## config.mk

```make
export PLATFORM = sky130hd
export DESIGN_NAME = cbri_read_if
export DESIGN_NICKNAME = d
export VERILOG_FILES = /design/src/logic/cbri_read_if.v
export VERILOG_INCLUDE_DIRS = /design/src /design/src/common
export SDC_FILE = /design/constraint.sdc
export NUM_CORES = 1
export LEC_CHECK = 0
export BUFFER_PORTS_ARGS = -buffer_cell sky130_fd_sc_hd__buf_2
export CAP_MARGIN = 30
export CORE_ASPECT_RATIO = 1.25
export CORE_MARGIN = 2
export CORE_UTILIZATION = 63
export CTS_BUF_LIST = sky130_fd_sc_hd__clkbuf_2 sky130_fd_sc_hd__clkbuf_4 sky130_fd_sc_hd__clkbuf_8
export DETAILED_ROUTE_END_ITERATION = 16
export GPL_TIMING_DRIVEN = 0
export PLACE_DENSITY = 0.88
export SLEW_MARGIN = 20
export SYNTH_ARGS = -nofsm -noshare
export SYNTH_HDL_FRONTEND = slang
export SYNTH_SLANG_ARGS = --single-unit
```

## constraint.sdc

```tcl
create_clock -name ref_clk -period 5.15 [get_ports ref_clk]
set_input_delay 0.515 -clock ref_clk [delete_from_list [all_inputs] [get_ports ref_clk]]
set_output_delay 0.515 -clock ref_clk [all_outputs]
set_load 0.005 [all_outputs]
```

## src/common/cbri_regs.vh

```
// Purpose: constants for the bus read interface block
// Assumes: APB with 32-bit data, one aligned word per register
// Notes:   include once per file; guarded
`ifndef CBRI_REGS_VH
`define CBRI_REGS_VH
// Register byte offsets
`define CBRI_OFF_CTRL     12'h000
`define CBRI_OFF_PORTSZ   12'h004
`define CBRI_OFF_REQ      12'h008
`define CBRI_OFF_RADDR    12'h00C
`define CBRI_OFF_STATUS   12'h010
`define CBRI_OFF_RDATA    12'h014
`define CBRI_OFF_WDATA    12'h018
`define CBRI_OFF_MODE     12'h01C
// Control fields
`define CBRI_CTRL_BIGEND  0
`define CBRI_CTRL_DQUAD   1
`define CBRI_CTRL_TURN    2
`define CBRI_CTRL_HOLD    3
`define CBRI_CTRL_BURST   4
`define CBRI_CTRL_RST     32'h0000_0000
// Request fields
`define CBRI_REQ_GO       0
`define CBRI_REQ_KIND_LO  1
`define CBRI_REQ_KIND_HI  2
// Request kinds
`define CBRI_KIND_UNC     2'h0
`define CBRI_KIND_ICM     2'h1
`define CBRI_KIND_DCM     2'h2
`define CBRI_KIND_WR      2'h3
// Port sizes: 2 bits per region, 16 regions by addr[31:28]
`define CBRI_PS_32        2'h0
`define CBRI_PS_16        2'h1
`define CBRI_PS_8         2'h2
`define CBRI_PORTSZ_RST   32'h0000_0000
// Timing counts in cycles
`define CBRI_TURN_CYC     3'h2
`define CBRI_IDLE_CYC     3'h0
`endif

```

## src/logic/cbri_read_if.v

```verilog
// Purpose: read side of a multiplexed A/D bus interface with write buffer
// Assumes: single ref_clk, sync active-high reset, memory pins synchronised
// Notes:   registers over APB; all outputs registered
//
// Summary of operation
// - Two read kinds are issued: single word and four-word quad block.
// - Singles use ack; quads use ack or one word per clock burst.
// - A four-entry read buffer queues words before cache fill release.
// - Wide words are packed from successive narrow transfers for all reads.
// - Data cache miss fetches one or four words per control selection.
// - Some options latch at reset release; others are kernel registers.
// - Byte order is big or little endian, changeable at run time.
// - Optional longer idle gap after reads when bus direction turns.
// - Optional extended address hold after the latch strobe.
// - Extended hold keeps address one extra clock cycle after latch falls.
// - Regions get port widths; read data packed accordingly, write data sent whole.
// - Four-entry write buffer takes stores fast, retires at memory speed.
// - Quad read low address counts from zero by port byte width.
`timescale 1ns/1ps
`include "cbri_regs.vh"
`default_nettype none
module cbri_read_if (
    // Clock, reset, enable
    input  wire        ref_clk,
    input  wire        rst,
    input  wire        clk_en,
    // APB slave
    input  wire        psel,
    input  wire        penable,
    input  wire        pwrite,
    input  wire [11:0] paddr,
    input  wire [31:0] pwdata,
    output reg  [31:0] prdata,
    output reg         pready,
    output reg         pslverr,
    // Mode straps
    input  wire        mode_bigend,
    input  wire        mode_xhold,
    // Multiplexed bus
    input  wire [31:0] ad_in,
    output reg  [31:0] ad_out,
    output reg         ad_oe,
    output reg  [3:0]  low_addr,
    output reg         ale,
    output reg         data_en_n,
    output reg         burst,
    output reg         rd,
    output reg         wr,
    input  wire        ack,
    input  wire        rd_cen
);
// One-hot sequencer states; HOLD also carries the extended address hold
localparam ST_IDLE = 6'h01, ST_ADDR = 6'h02, ST_HOLD = 6'h04;
localparam ST_DATA = 6'h08, ST_DONE = 6'h10, ST_TURN = 6'h20;
// Control state and kernel registers
reg [5:0]  state_ff;
reg [31:0] ctrl_ff, portsz_ff, raddr_ff;
reg [1:0]  kind_ff;
// Straps mean nothing until the first release of reset
reg        strap_bigend_ff, strap_xhold_ff, rst_d_ff;
reg        busy_ff, rdone_ff;
// Pin synchronisers
reg [31:0] ad_s1_ff, ad_s2_ff;
reg        ack_s1_ff, ack_s2_ff, cen_s1_ff, cen_s2_ff;
// Read buffer
// Words land in order; RDATA reads walk them from the start
reg [31:0] rbuf_ff [0:3];
reg [2:0]  rcnt_ff;
reg [1:0]  rsel_ff;
// Write buffer
// Stores queue here and drain only when no read is waiting
reg [31:0] wb_addr_ff [0:3];
reg [31:0] wb_data_ff [0:3];
reg [1:0]  wb_wp_ff, wb_rp_ff;
reg [2:0]  wb_cnt_ff;
// Transfer bookkeeping
reg [31:0] pack_ff;
reg [3:0]  la_ff;
reg [1:0]  sub_ff, word_ff;
reg        quad_ff, is_wr_ff;
reg [2:0]  gap_ff;
reg [31:0] cur_addr_ff;

////////////////////////////////////////////////////////////////////////
// Port width of the region holding an address
// Sixteen regions of 256MB, two bits each; unused code packs as 32-bit but leaves the low address unstepped
function [1:0] region_ps;
    input [31:0] a;
    input [31:0] tbl;
    begin
        region_ps = tbl[a[31:28]*2 +: 2];
    end
endfunction
// Narrow items per word, less one, for a port width
function [1:0] items_m1;
    input [1:0] ps;
    begin
        case (ps)
            `CBRI_PS_16: items_m1 = 2'h1;
            `CBRI_PS_8:  items_m1 = 2'h3;
            default:     items_m1 = 2'h0;
        endcase
    end
endfunction

wire [1:0]  cur_ps    = region_ps(cur_addr_ff, portsz_ff);
// Effective options: register bit combined with its reset-time strap
wire        eff_big   = ctrl_ff[`CBRI_CTRL_BIGEND] ^ strap_bigend_ff;
wire        eff_hold  = ctrl_ff[`CBRI_CTRL_HOLD] | strap_xhold_ff;
wire        apb_acc   = psel & penable & ~pready;
wire        apb_wr    = apb_acc & pwrite;
wire        apb_rd    = apb_acc & ~pwrite;
wire        wb_full   = (wb_cnt_ff == 3'h4);
wire        wb_push   = apb_wr & (paddr == `CBRI_OFF_WDATA) & ~wb_full;
wire        go_req    = apb_wr & (paddr == `CBRI_OFF_REQ) & pwdata[`CBRI_REQ_GO] & ~busy_ff;
wire [1:0]  go_kind   = pwdata[`CBRI_REQ_KIND_HI:`CBRI_REQ_KIND_LO];
// Burst mode quads move on rd_cen alone; otherwise either strobe steps
wire        step      = (quad_ff & ctrl_ff[`CBRI_CTRL_BURST]) ? cen_s2_ff : (ack_s2_ff | cen_s2_ff);
wire [31:0] rbuf_word = rbuf_ff[rsel_ff];

////////////////////////////////////////////////////////////////////////
// Narrow lane pick and byte-order aware packing
reg [31:0] nxt_pack;
reg [1:0]  lane;
always @* begin
    // Lanes not written by this item keep what earlier items left
    nxt_pack = pack_ff;
    lane     = eff_big ? ~sub_ff : sub_ff;
    case (cur_ps)
        `CBRI_PS_8:  nxt_pack[lane*8 +: 8]       = ad_s2_ff[7:0];
        `CBRI_PS_16: nxt_pack[lane[0]*16 +: 16]  = ad_s2_ff[15:0];
        default:     nxt_pack                    = ad_s2_ff;
    endcase
end

////////////////////////////////////////////////////////////////////////
// Synchronisers and reset-release strap capture
// Data goes through the same two stages as the strobes, so a word
// and the strobe that marks it reach the sequencer in one cycle
always @(posedge ref_clk) begin
    if (clk_en) begin
        ad_s1_ff  <= ad_in;
        ad_s2_ff  <= ad_s1_ff;
        ack_s1_ff <= ack;
        ack_s2_ff <= ack_s1_ff;
        cen_s1_ff <= rd_cen;
        cen_s2_ff <= cen_s1_ff;
        rst_d_ff  <= rst;
        // Straps caught on the first clock after reset falls
        if (rst_d_ff & ~rst) begin
            strap_bigend_ff <= mode_bigend;
            strap_xhold_ff  <= mode_xhold;
        end
    end
end

////////////////////////////////////////////////////////////////////////
// APB register file and write buffer filling
// An access ends one cycle after it is taken, so pready is a pulse
// Refused writes touch no register and only raise pslverr
always @(posedge ref_clk) begin
    if (rst) begin
        ctrl_ff   <= `CBRI_CTRL_RST;
        portsz_ff <= `CBRI_PORTSZ_RST;
        raddr_ff  <= 32'h0000_0000;
        pready    <= 1'b0;
        pslverr   <= 1'b0;
        prdata    <= 32'h0000_0000;
        wb_wp_ff  <= 2'h0;
        rsel_ff   <= 2'h0;
    end else if (clk_en) begin
        pready  <= apb_acc;
        pslverr <= 1'b0;
        if (apb_wr) begin
            case (paddr)
                `CBRI_OFF_CTRL:   ctrl_ff   <= pwdata;
                `CBRI_OFF_PORTSZ: portsz_ff <= pwdata;
                `CBRI_OFF_RADDR:  raddr_ff  <= pwdata;
                `CBRI_OFF_REQ:    pslverr   <= busy_ff;
                `CBRI_OFF_WDATA:  pslverr   <= wb_full;
                `CBRI_OFF_MODE:   pslverr   <= 1'b1;
                default:          pslverr   <= 1'b1;
            endcase
        end
        // Store enters buffer at bus rate, no stall on core side
        if (wb_push) begin
            wb_addr_ff[wb_wp_ff] <= raddr_ff;
            wb_data_ff[wb_wp_ff] <= pwdata;
            wb_wp_ff             <= wb_wp_ff + 2'h1;
        end
        if (apb_rd) begin
            case (paddr)
                `CBRI_OFF_CTRL:   prdata <= ctrl_ff;
                `CBRI_OFF_PORTSZ: prdata <= portsz_ff;
                `CBRI_OFF_RADDR:  prdata <= raddr_ff;
                `CBRI_OFF_STATUS: prdata <= {23'h0, wb_cnt_ff, rcnt_ff, rdone_ff, busy_ff, 1'b0};
                `CBRI_OFF_RDATA:  prdata <= rbuf_word;
                `CBRI_OFF_MODE:   prdata <= {30'h0, strap_xhold_ff, strap_bigend_ff};
                default: begin
                    prdata  <= 32'h0000_0000;
                    pslverr <= 1'b1;
                end
            endcase
            // Reading data steps through entries in order; the count is kept
            if (paddr == `CBRI_OFF_RDATA)
                rsel_ff <= rsel_ff + 2'h1;
        end
        if (go_req)
            rsel_ff <= 2'h0;
    end
end

////////////////////////////////////////////////////////////////////////
// Bus sequencer: address phase, hold, data items, turnaround gap
always @(posedge ref_clk) begin
    if (rst) begin
        state_ff    <= ST_IDLE;
        busy_ff     <= 1'b0;
        rdone_ff    <= 1'b0;
        rcnt_ff     <= 3'h0;
        wb_rp_ff    <= 2'h0;
        wb_cnt_ff   <= 3'h0;
        ad_out      <= 32'h0000_0000;
        ad_oe       <= 1'b0;
        low_addr    <= 4'h0;
        ale         <= 1'b0;
        data_en_n   <= 1'b1;
        burst       <= 1'b0;
        rd          <= 1'b0;
        wr          <= 1'b0;
        kind_ff     <= `CBRI_KIND_UNC;
        quad_ff     <= 1'b0;
        is_wr_ff    <= 1'b0;
        sub_ff      <= 2'h0;
        word_ff     <= 2'h0;
        la_ff       <= 4'h0;
        gap_ff      <= 3'h0;
        pack_ff     <= 32'h0000_0000;
        cur_addr_ff <= 32'h0000_0000;
    end else if (clk_en) begin
        // A push and a retire in the same cycle cancel out
        if (wb_push & ~(state_ff == ST_DONE & is_wr_ff))
            wb_cnt_ff <= wb_cnt_ff + 3'h1;
        else if (~wb_push & state_ff == ST_DONE & is_wr_ff)
            wb_cnt_ff <= wb_cnt_ff - 3'h1;
        case (state_ff)
            ST_IDLE: begin
                // Reads take priority; writes drain when idle
                if (go_req) begin
                    busy_ff     <= 1'b1;
                    rdone_ff    <= 1'b0;
                    rcnt_ff     <= 3'h0;
                    kind_ff     <= go_kind;
                    is_wr_ff    <= 1'b0;
                    cur_addr_ff <= raddr_ff;
                    quad_ff     <= (go_kind == `CBRI_KIND_ICM) |
                                   ((go_kind == `CBRI_KIND_DCM) & ctrl_ff[`CBRI_CTRL_DQUAD]);
                    state_ff    <= ST_ADDR;
                end else if (wb_cnt_ff != 3'h0) begin
                    busy_ff     <= 1'b1;
                    is_wr_ff    <= 1'b1;
                    quad_ff     <= 1'b0;
                    cur_addr_ff <= wb_addr_ff[wb_rp_ff];
                    state_ff    <= ST_ADDR;
                end
            end
            ST_ADDR: begin
                // Address, strobe and direction leave on one edge
                ad_out    <= cur_addr_ff;
                ad_oe     <= 1'b1;
                ale       <= 1'b1;
                burst     <= quad_ff;
                rd        <= ~is_wr_ff;
                wr        <= is_wr_ff;
                sub_ff    <= 2'h0;
                word_ff   <= 2'h0;
                // Quad counts from zero, single starts at target
                la_ff     <= quad_ff ? 4'h0 : cur_addr_ff[3:0];
                low_addr  <= quad_ff ? 4'h0 : cur_addr_ff[3:0];
                state_ff  <= ST_HOLD;
            end
            ST_HOLD: begin
                ale <= 1'b0;
                // Extended hold keeps address a cycle past the strobe
                if (eff_hold & ale) begin
                    state_ff <= ST_HOLD;
                end else begin
                    // Reads hand the bus to memory; writes put data out at once
                    ad_oe     <= is_wr_ff;
                    ad_out    <= is_wr_ff ? wb_data_ff[wb_rp_ff] : 32'h0000_0000;
                    data_en_n <= is_wr_ff;
                    state_ff  <= ST_DATA;
                end
            end
            ST_DATA: begin
                // One narrow item per step; a word closes on its last lane
                if (step) begin
                    pack_ff <= nxt_pack;
                    la_ff    <= la_ff + {1'b0, cur_ps == `CBRI_PS_32, cur_ps == `CBRI_PS_16,
                                        cur_ps == `CBRI_PS_8};
                    low_addr <= la_ff + {1'b0, cur_ps == `CBRI_PS_32, cur_ps == `CBRI_PS_16,
                                        cur_ps == `CBRI_PS_8};
                    if (sub_ff != items_m1(cur_ps)) begin
                        sub_ff <= sub_ff + 2'h1;
                    end else begin
                        sub_ff <= 2'h0;
                        if (~is_wr_ff) begin
                            rbuf_ff[word_ff] <= nxt_pack;
                            rcnt_ff          <= rcnt_ff + 3'h1;
                        end
                        // Quad ends after four words, single after one
                        if (quad_ff & word_ff != 2'h3)
                            word_ff <= word_ff + 2'h1;
                        else
                            state_ff <= ST_DONE;
                    end
                end
            end
            ST_DONE: begin
                // Bus released before the gap so memory sees rd fall first
                rd        <= 1'b0;
                wr        <= 1'b0;
                burst     <= 1'b0;
                ad_oe     <= 1'b0;
                data_en_n <= 1'b1;
                if (is_wr_ff)
                    wb_rp_ff <= wb_rp_ff + 2'h1;
                else
                    rdone_ff <= 1'b1;
                // Longer gap after reads so drivers can turn off
                gap_ff   <= (~is_wr_ff & ctrl_ff[`CBRI_CTRL_TURN]) ? `CBRI_TURN_CYC : `CBRI_IDLE_CYC;
                state_ff <= ST_TURN;
            end
            ST_TURN: begin
                // Busy stays up through the gap so no request cuts it short
                if (gap_ff == 3'h0) begin
                    busy_ff  <= 1'b0;
                    state_ff <= ST_IDLE;
                end else begin
                    gap_ff <= gap_ff - 3'h1;
                end
            end
            default: state_ff <= ST_IDLE;
        endcase
    end
end
endmodule // cbri_read_if
`default_nettype wire

```

==> results.sh <==
export IMPL_first_global_vias=21700
export IMPL_drive_gt1_share_pct=23.3
export IMPL_synth_edf_count=455
export IMPL_fp_coreArea_mm2=0.0464
export IMPL_synth_nets=2327
export IMPL_cts_root_buf="clkbuf_8"
export IMPL_async_flop_share_pct=0
export IMPL_drt_pass1_iterations=6
export IMPL_drc_errors=0
export IMPL_wirelength_um=83200
export IMPL_finalMaxSlewViolations=0
export IMPL_start_util_pct=64.0
export IMPL_routed_via_density=6.47
export IMPL_period_share_pct=90.7
export IMPL_p_leak_uw=0.0115
export IMPL_area_delta_synth_final_pct=15.2
export IMPL_cts_tree="yes"
export IMPL_powerDensity_mw_per_mm2=339
export IMPL_p_total_uw=11600
export IMPL_place_gp_congestion=0.978
export IMPL_ys_flop_type="edfxtp_1"
export IMPL_avgSynthCellArea_um2=13.3
export IMPL_antenna_found_initial=4
export IMPL_clockBufferDepth=3
export IMPL_post_cts_resize_count=0
export IMPL_hold_buffers=36
export IMPL_critical_path_class="reg -> reg"
export IMPL_cts_buffers=103
export IMPL_die_height_um=247
export IMPL_synthAdderAreaFrac_pct=0.895
export IMPL_cap_violations=0
export IMPL_initialDrtViolationCount=2315
export IMPL_vias=21100
export IMPL_finClkSkew_ns=0.0448
export IMPL_pre_cts_ws_ns=0.280
export IMPL_postCtsSetupRepairBufs=0
export IMPL_slowest_delay_ns=0.57
export IMPL_synthCells=2221
export IMPL_hold_violations=0
export IMPL_seq_area_frac_synth_pct=64.3
export IMPL_overflow=0
export IMPL_ys_seq_elements=724
export IMPL_final_util_pct=73.7
export IMPL_grt_pass1_wl_um=124000
export IMPL_worstPathCellList="clkbuf_1 > buf_6 > mux4_2 > mux4_2 > inv_1 > ha_1 > clkbuf_1 > xnor2_1 > nand2_1 > nor4_1 > and2_2 > buf_12"
export IMPL_critPathMaxFanout=28
export IMPL_portBuffers=160
export IMPL_crit_arrival_ns=5.05
export IMPL_fin_setup_tns_ns=0
export IMPL_cts_htree_levels=3
export IMPL_run_status="finished, final reports clean"
export IMPL_grt_usage_pct=34.3
export IMPL_fmax_ghz=0.214
export IMPL_synth_xor_area_share_pct=0.367
export IMPL_ir_worst_vdd_v=0.000393
export IMPL_wl_per_cell_um=25.5
export IMPL_rsz0062_at_grt="no"
export IMPL_clk_pin_slew_ns=0.07
export IMPL_yosys_area_share_simple_pct=9.67
export IMPL_top_level_ports=162
export IMPL_required_ns=5.53
export IMPL_synthMuxAreaShare_pct=11.0
export IMPL_multi_input_comb_area_mm2=0.00983
export IMPL_syn_cell_area_mm2=0.0296
export IMPL_tightest_slew_ns=1.09
export IMPL_grt_max_degree=62
export IMPL_die_w_um=198
export IMPL_synthDistinctLibCells=78
export IMPL_synth_top_family_by_area="compound AO/OA/AOI/OAI gates"
export IMPL_synth_compound_area_share_pct=11.2
export IMPL_startpoint_type="register"
export IMPL_rows=88
export IMPL_insertion_delay_ns=0.73
export IMPL_max_slew_margin_pct=27.2
export IMPL_ant_nets=0
export IMPL_setup_ws_ns=0.478
export IMPL_timing_critical_path_slowest_stage_cell="mux4_2"
export IMPL_ys_warnings_count=0
export IMPL_final_cell_mix="edfxtp_1, nand2_1, dfxtp_1"
export IMPL_setup_viol=0
export IMPL_regArea_mm2=0.0190
export IMPL_layout_commonest_cell="edfxtp_1"
export IMPL_hpwl_um=57500
export IMPL_hold_path_class="in -> reg"
export IMPL_finalCriticalPeriod_ns=4.67
export IMPL_cts_sinks=724
export IMPL_n_fill_cell=2839
export IMPL_cp_end_kind="register"
export IMPL_nNetsFinal=2641
export IMPL_dieArea_mm2=0.0488
metrics by stage:
stage / instance area (um^2) / instances / hold WS, ns
CTS: 34100 / 3251 / 0.0510
global placement: 31200 / 3011 / 0.402
finish: 34200 / 3258 / 0.0824
detailed placement: 31500 / 3020 / 0.405
floorplan: 29600 / 2221 / 0.400
global route: 34200 / 3257 / 0.0804
per-layer routing:
metal	vias up	track usage, %	part of all wire (%)
met5	-	0	0
li1	9085	-	-
met1	10300	39.0	34
met2	1370	59.2	51
met3	330	6.09	8.6
met4	0	22.8	6.5
cells by family after synthesis:
| kind of cell | after synthesis |
|---|---|
| AO/OA/AOI/OAI | 443 |
| adder cells (fa/ha/maj) | 20 |
| multiplexers | 187 |
| flip-flops | 724 |
| AND/OR/NAND/NOR | 648 |
| buffers and inverters | 189 |
| XOR/XNOR | 10 |
worst max-delay path, delay by kind of cell (launching register included):
family	cells	cell delay [ns]
muxes	2	1.13
adders and majority gates	1	0.18
DFF	1	0.33
buffers and inverters	5	1.30
and+or+nand+nor	3	1.16
xor gates and xnor gates	1	0.18
sequential cells by signal, indices dropped and copies added (netlist names), 4 cells and up, named ones only:
name and cells:
rbuf_ff 128, wb_addr_ff 128, wb_data_ff 128, ad_out 32, ad_s1_ff 32, ad_s2_ff 32, ctrl_ff 32, cur_addr_ff 32
pack_ff 32, portsz_ff 32, prdata 32, raddr_ff 32, state_ff 6, la_ff 4
power by group:
part           leakage [uW]  switching [uW]  internal, uW  total (uW)
sequential          0.00619            31.9          6200        6230
combinational       0.00406             253           127         381
clock               0.00122            2250          2700        4950
total                0.0115            2540          9030       11600
worst paths after layout:
kind / start / end / slack, ns / cells after the start
min reg2reg: ad_s1_ff[2] / ad_s2_ff[2] / 0.41 / 0
min: pwdata[29] / wb_data_ff[0][29] / 0.08 / 1
max reg2reg: cur_addr_ff[28] / rbuf_ff[1][22] / 0.48 / 12
max: cur_addr_ff[28] / rbuf_ff[1][22] / 0.48 / 12
layout make-up:
type,count,share of cell area (%)
inverters,29,0.319
clock buffers,150,5.59
repair buffers,209,4.09
multi-input cells,1308,28.8
flip-flops and latches,724,55.8
clock inverters,45,1.14
diodes,3,0.0220
well taps,630,2.31
plain buffers,160,2.01
cell usage after synthesis, types with 7 or more instances:
library cell,instances,share of area [%]
a31oi_1,18,0.38
clkbuf_1,113,1.4
edfxtp_1,455,46
a211oi_1,13,0.33
nor2_1,173,2.2
mux4_2,106,8.1
mux2i_1,34,1.1
a21oi_1,116,2.0
a211oi_2,28,1.2
o21ai_0,49,0.83
a22oi_1,41,1.0
a221o_1,37,1.2
inv_1,26,0.33
and2_1,8,0.17
ha_1,18,0.76
mux2_2,47,1.8
buf_2,32,0.54
a222oi_1,16,0.54
nor3b_1,7,0.18
a22o_1,60,1.8
and3_1,8,0.17
a311oi_1,18,0.53
a221oi_1,8,0.24
dfxtp_1,269,18
nand2b_1,18,0.38
nand2_1,316,4.0
nand3_1,20,0.34
nor3_1,42,0.71
Power figures use the tool's default switching activity.
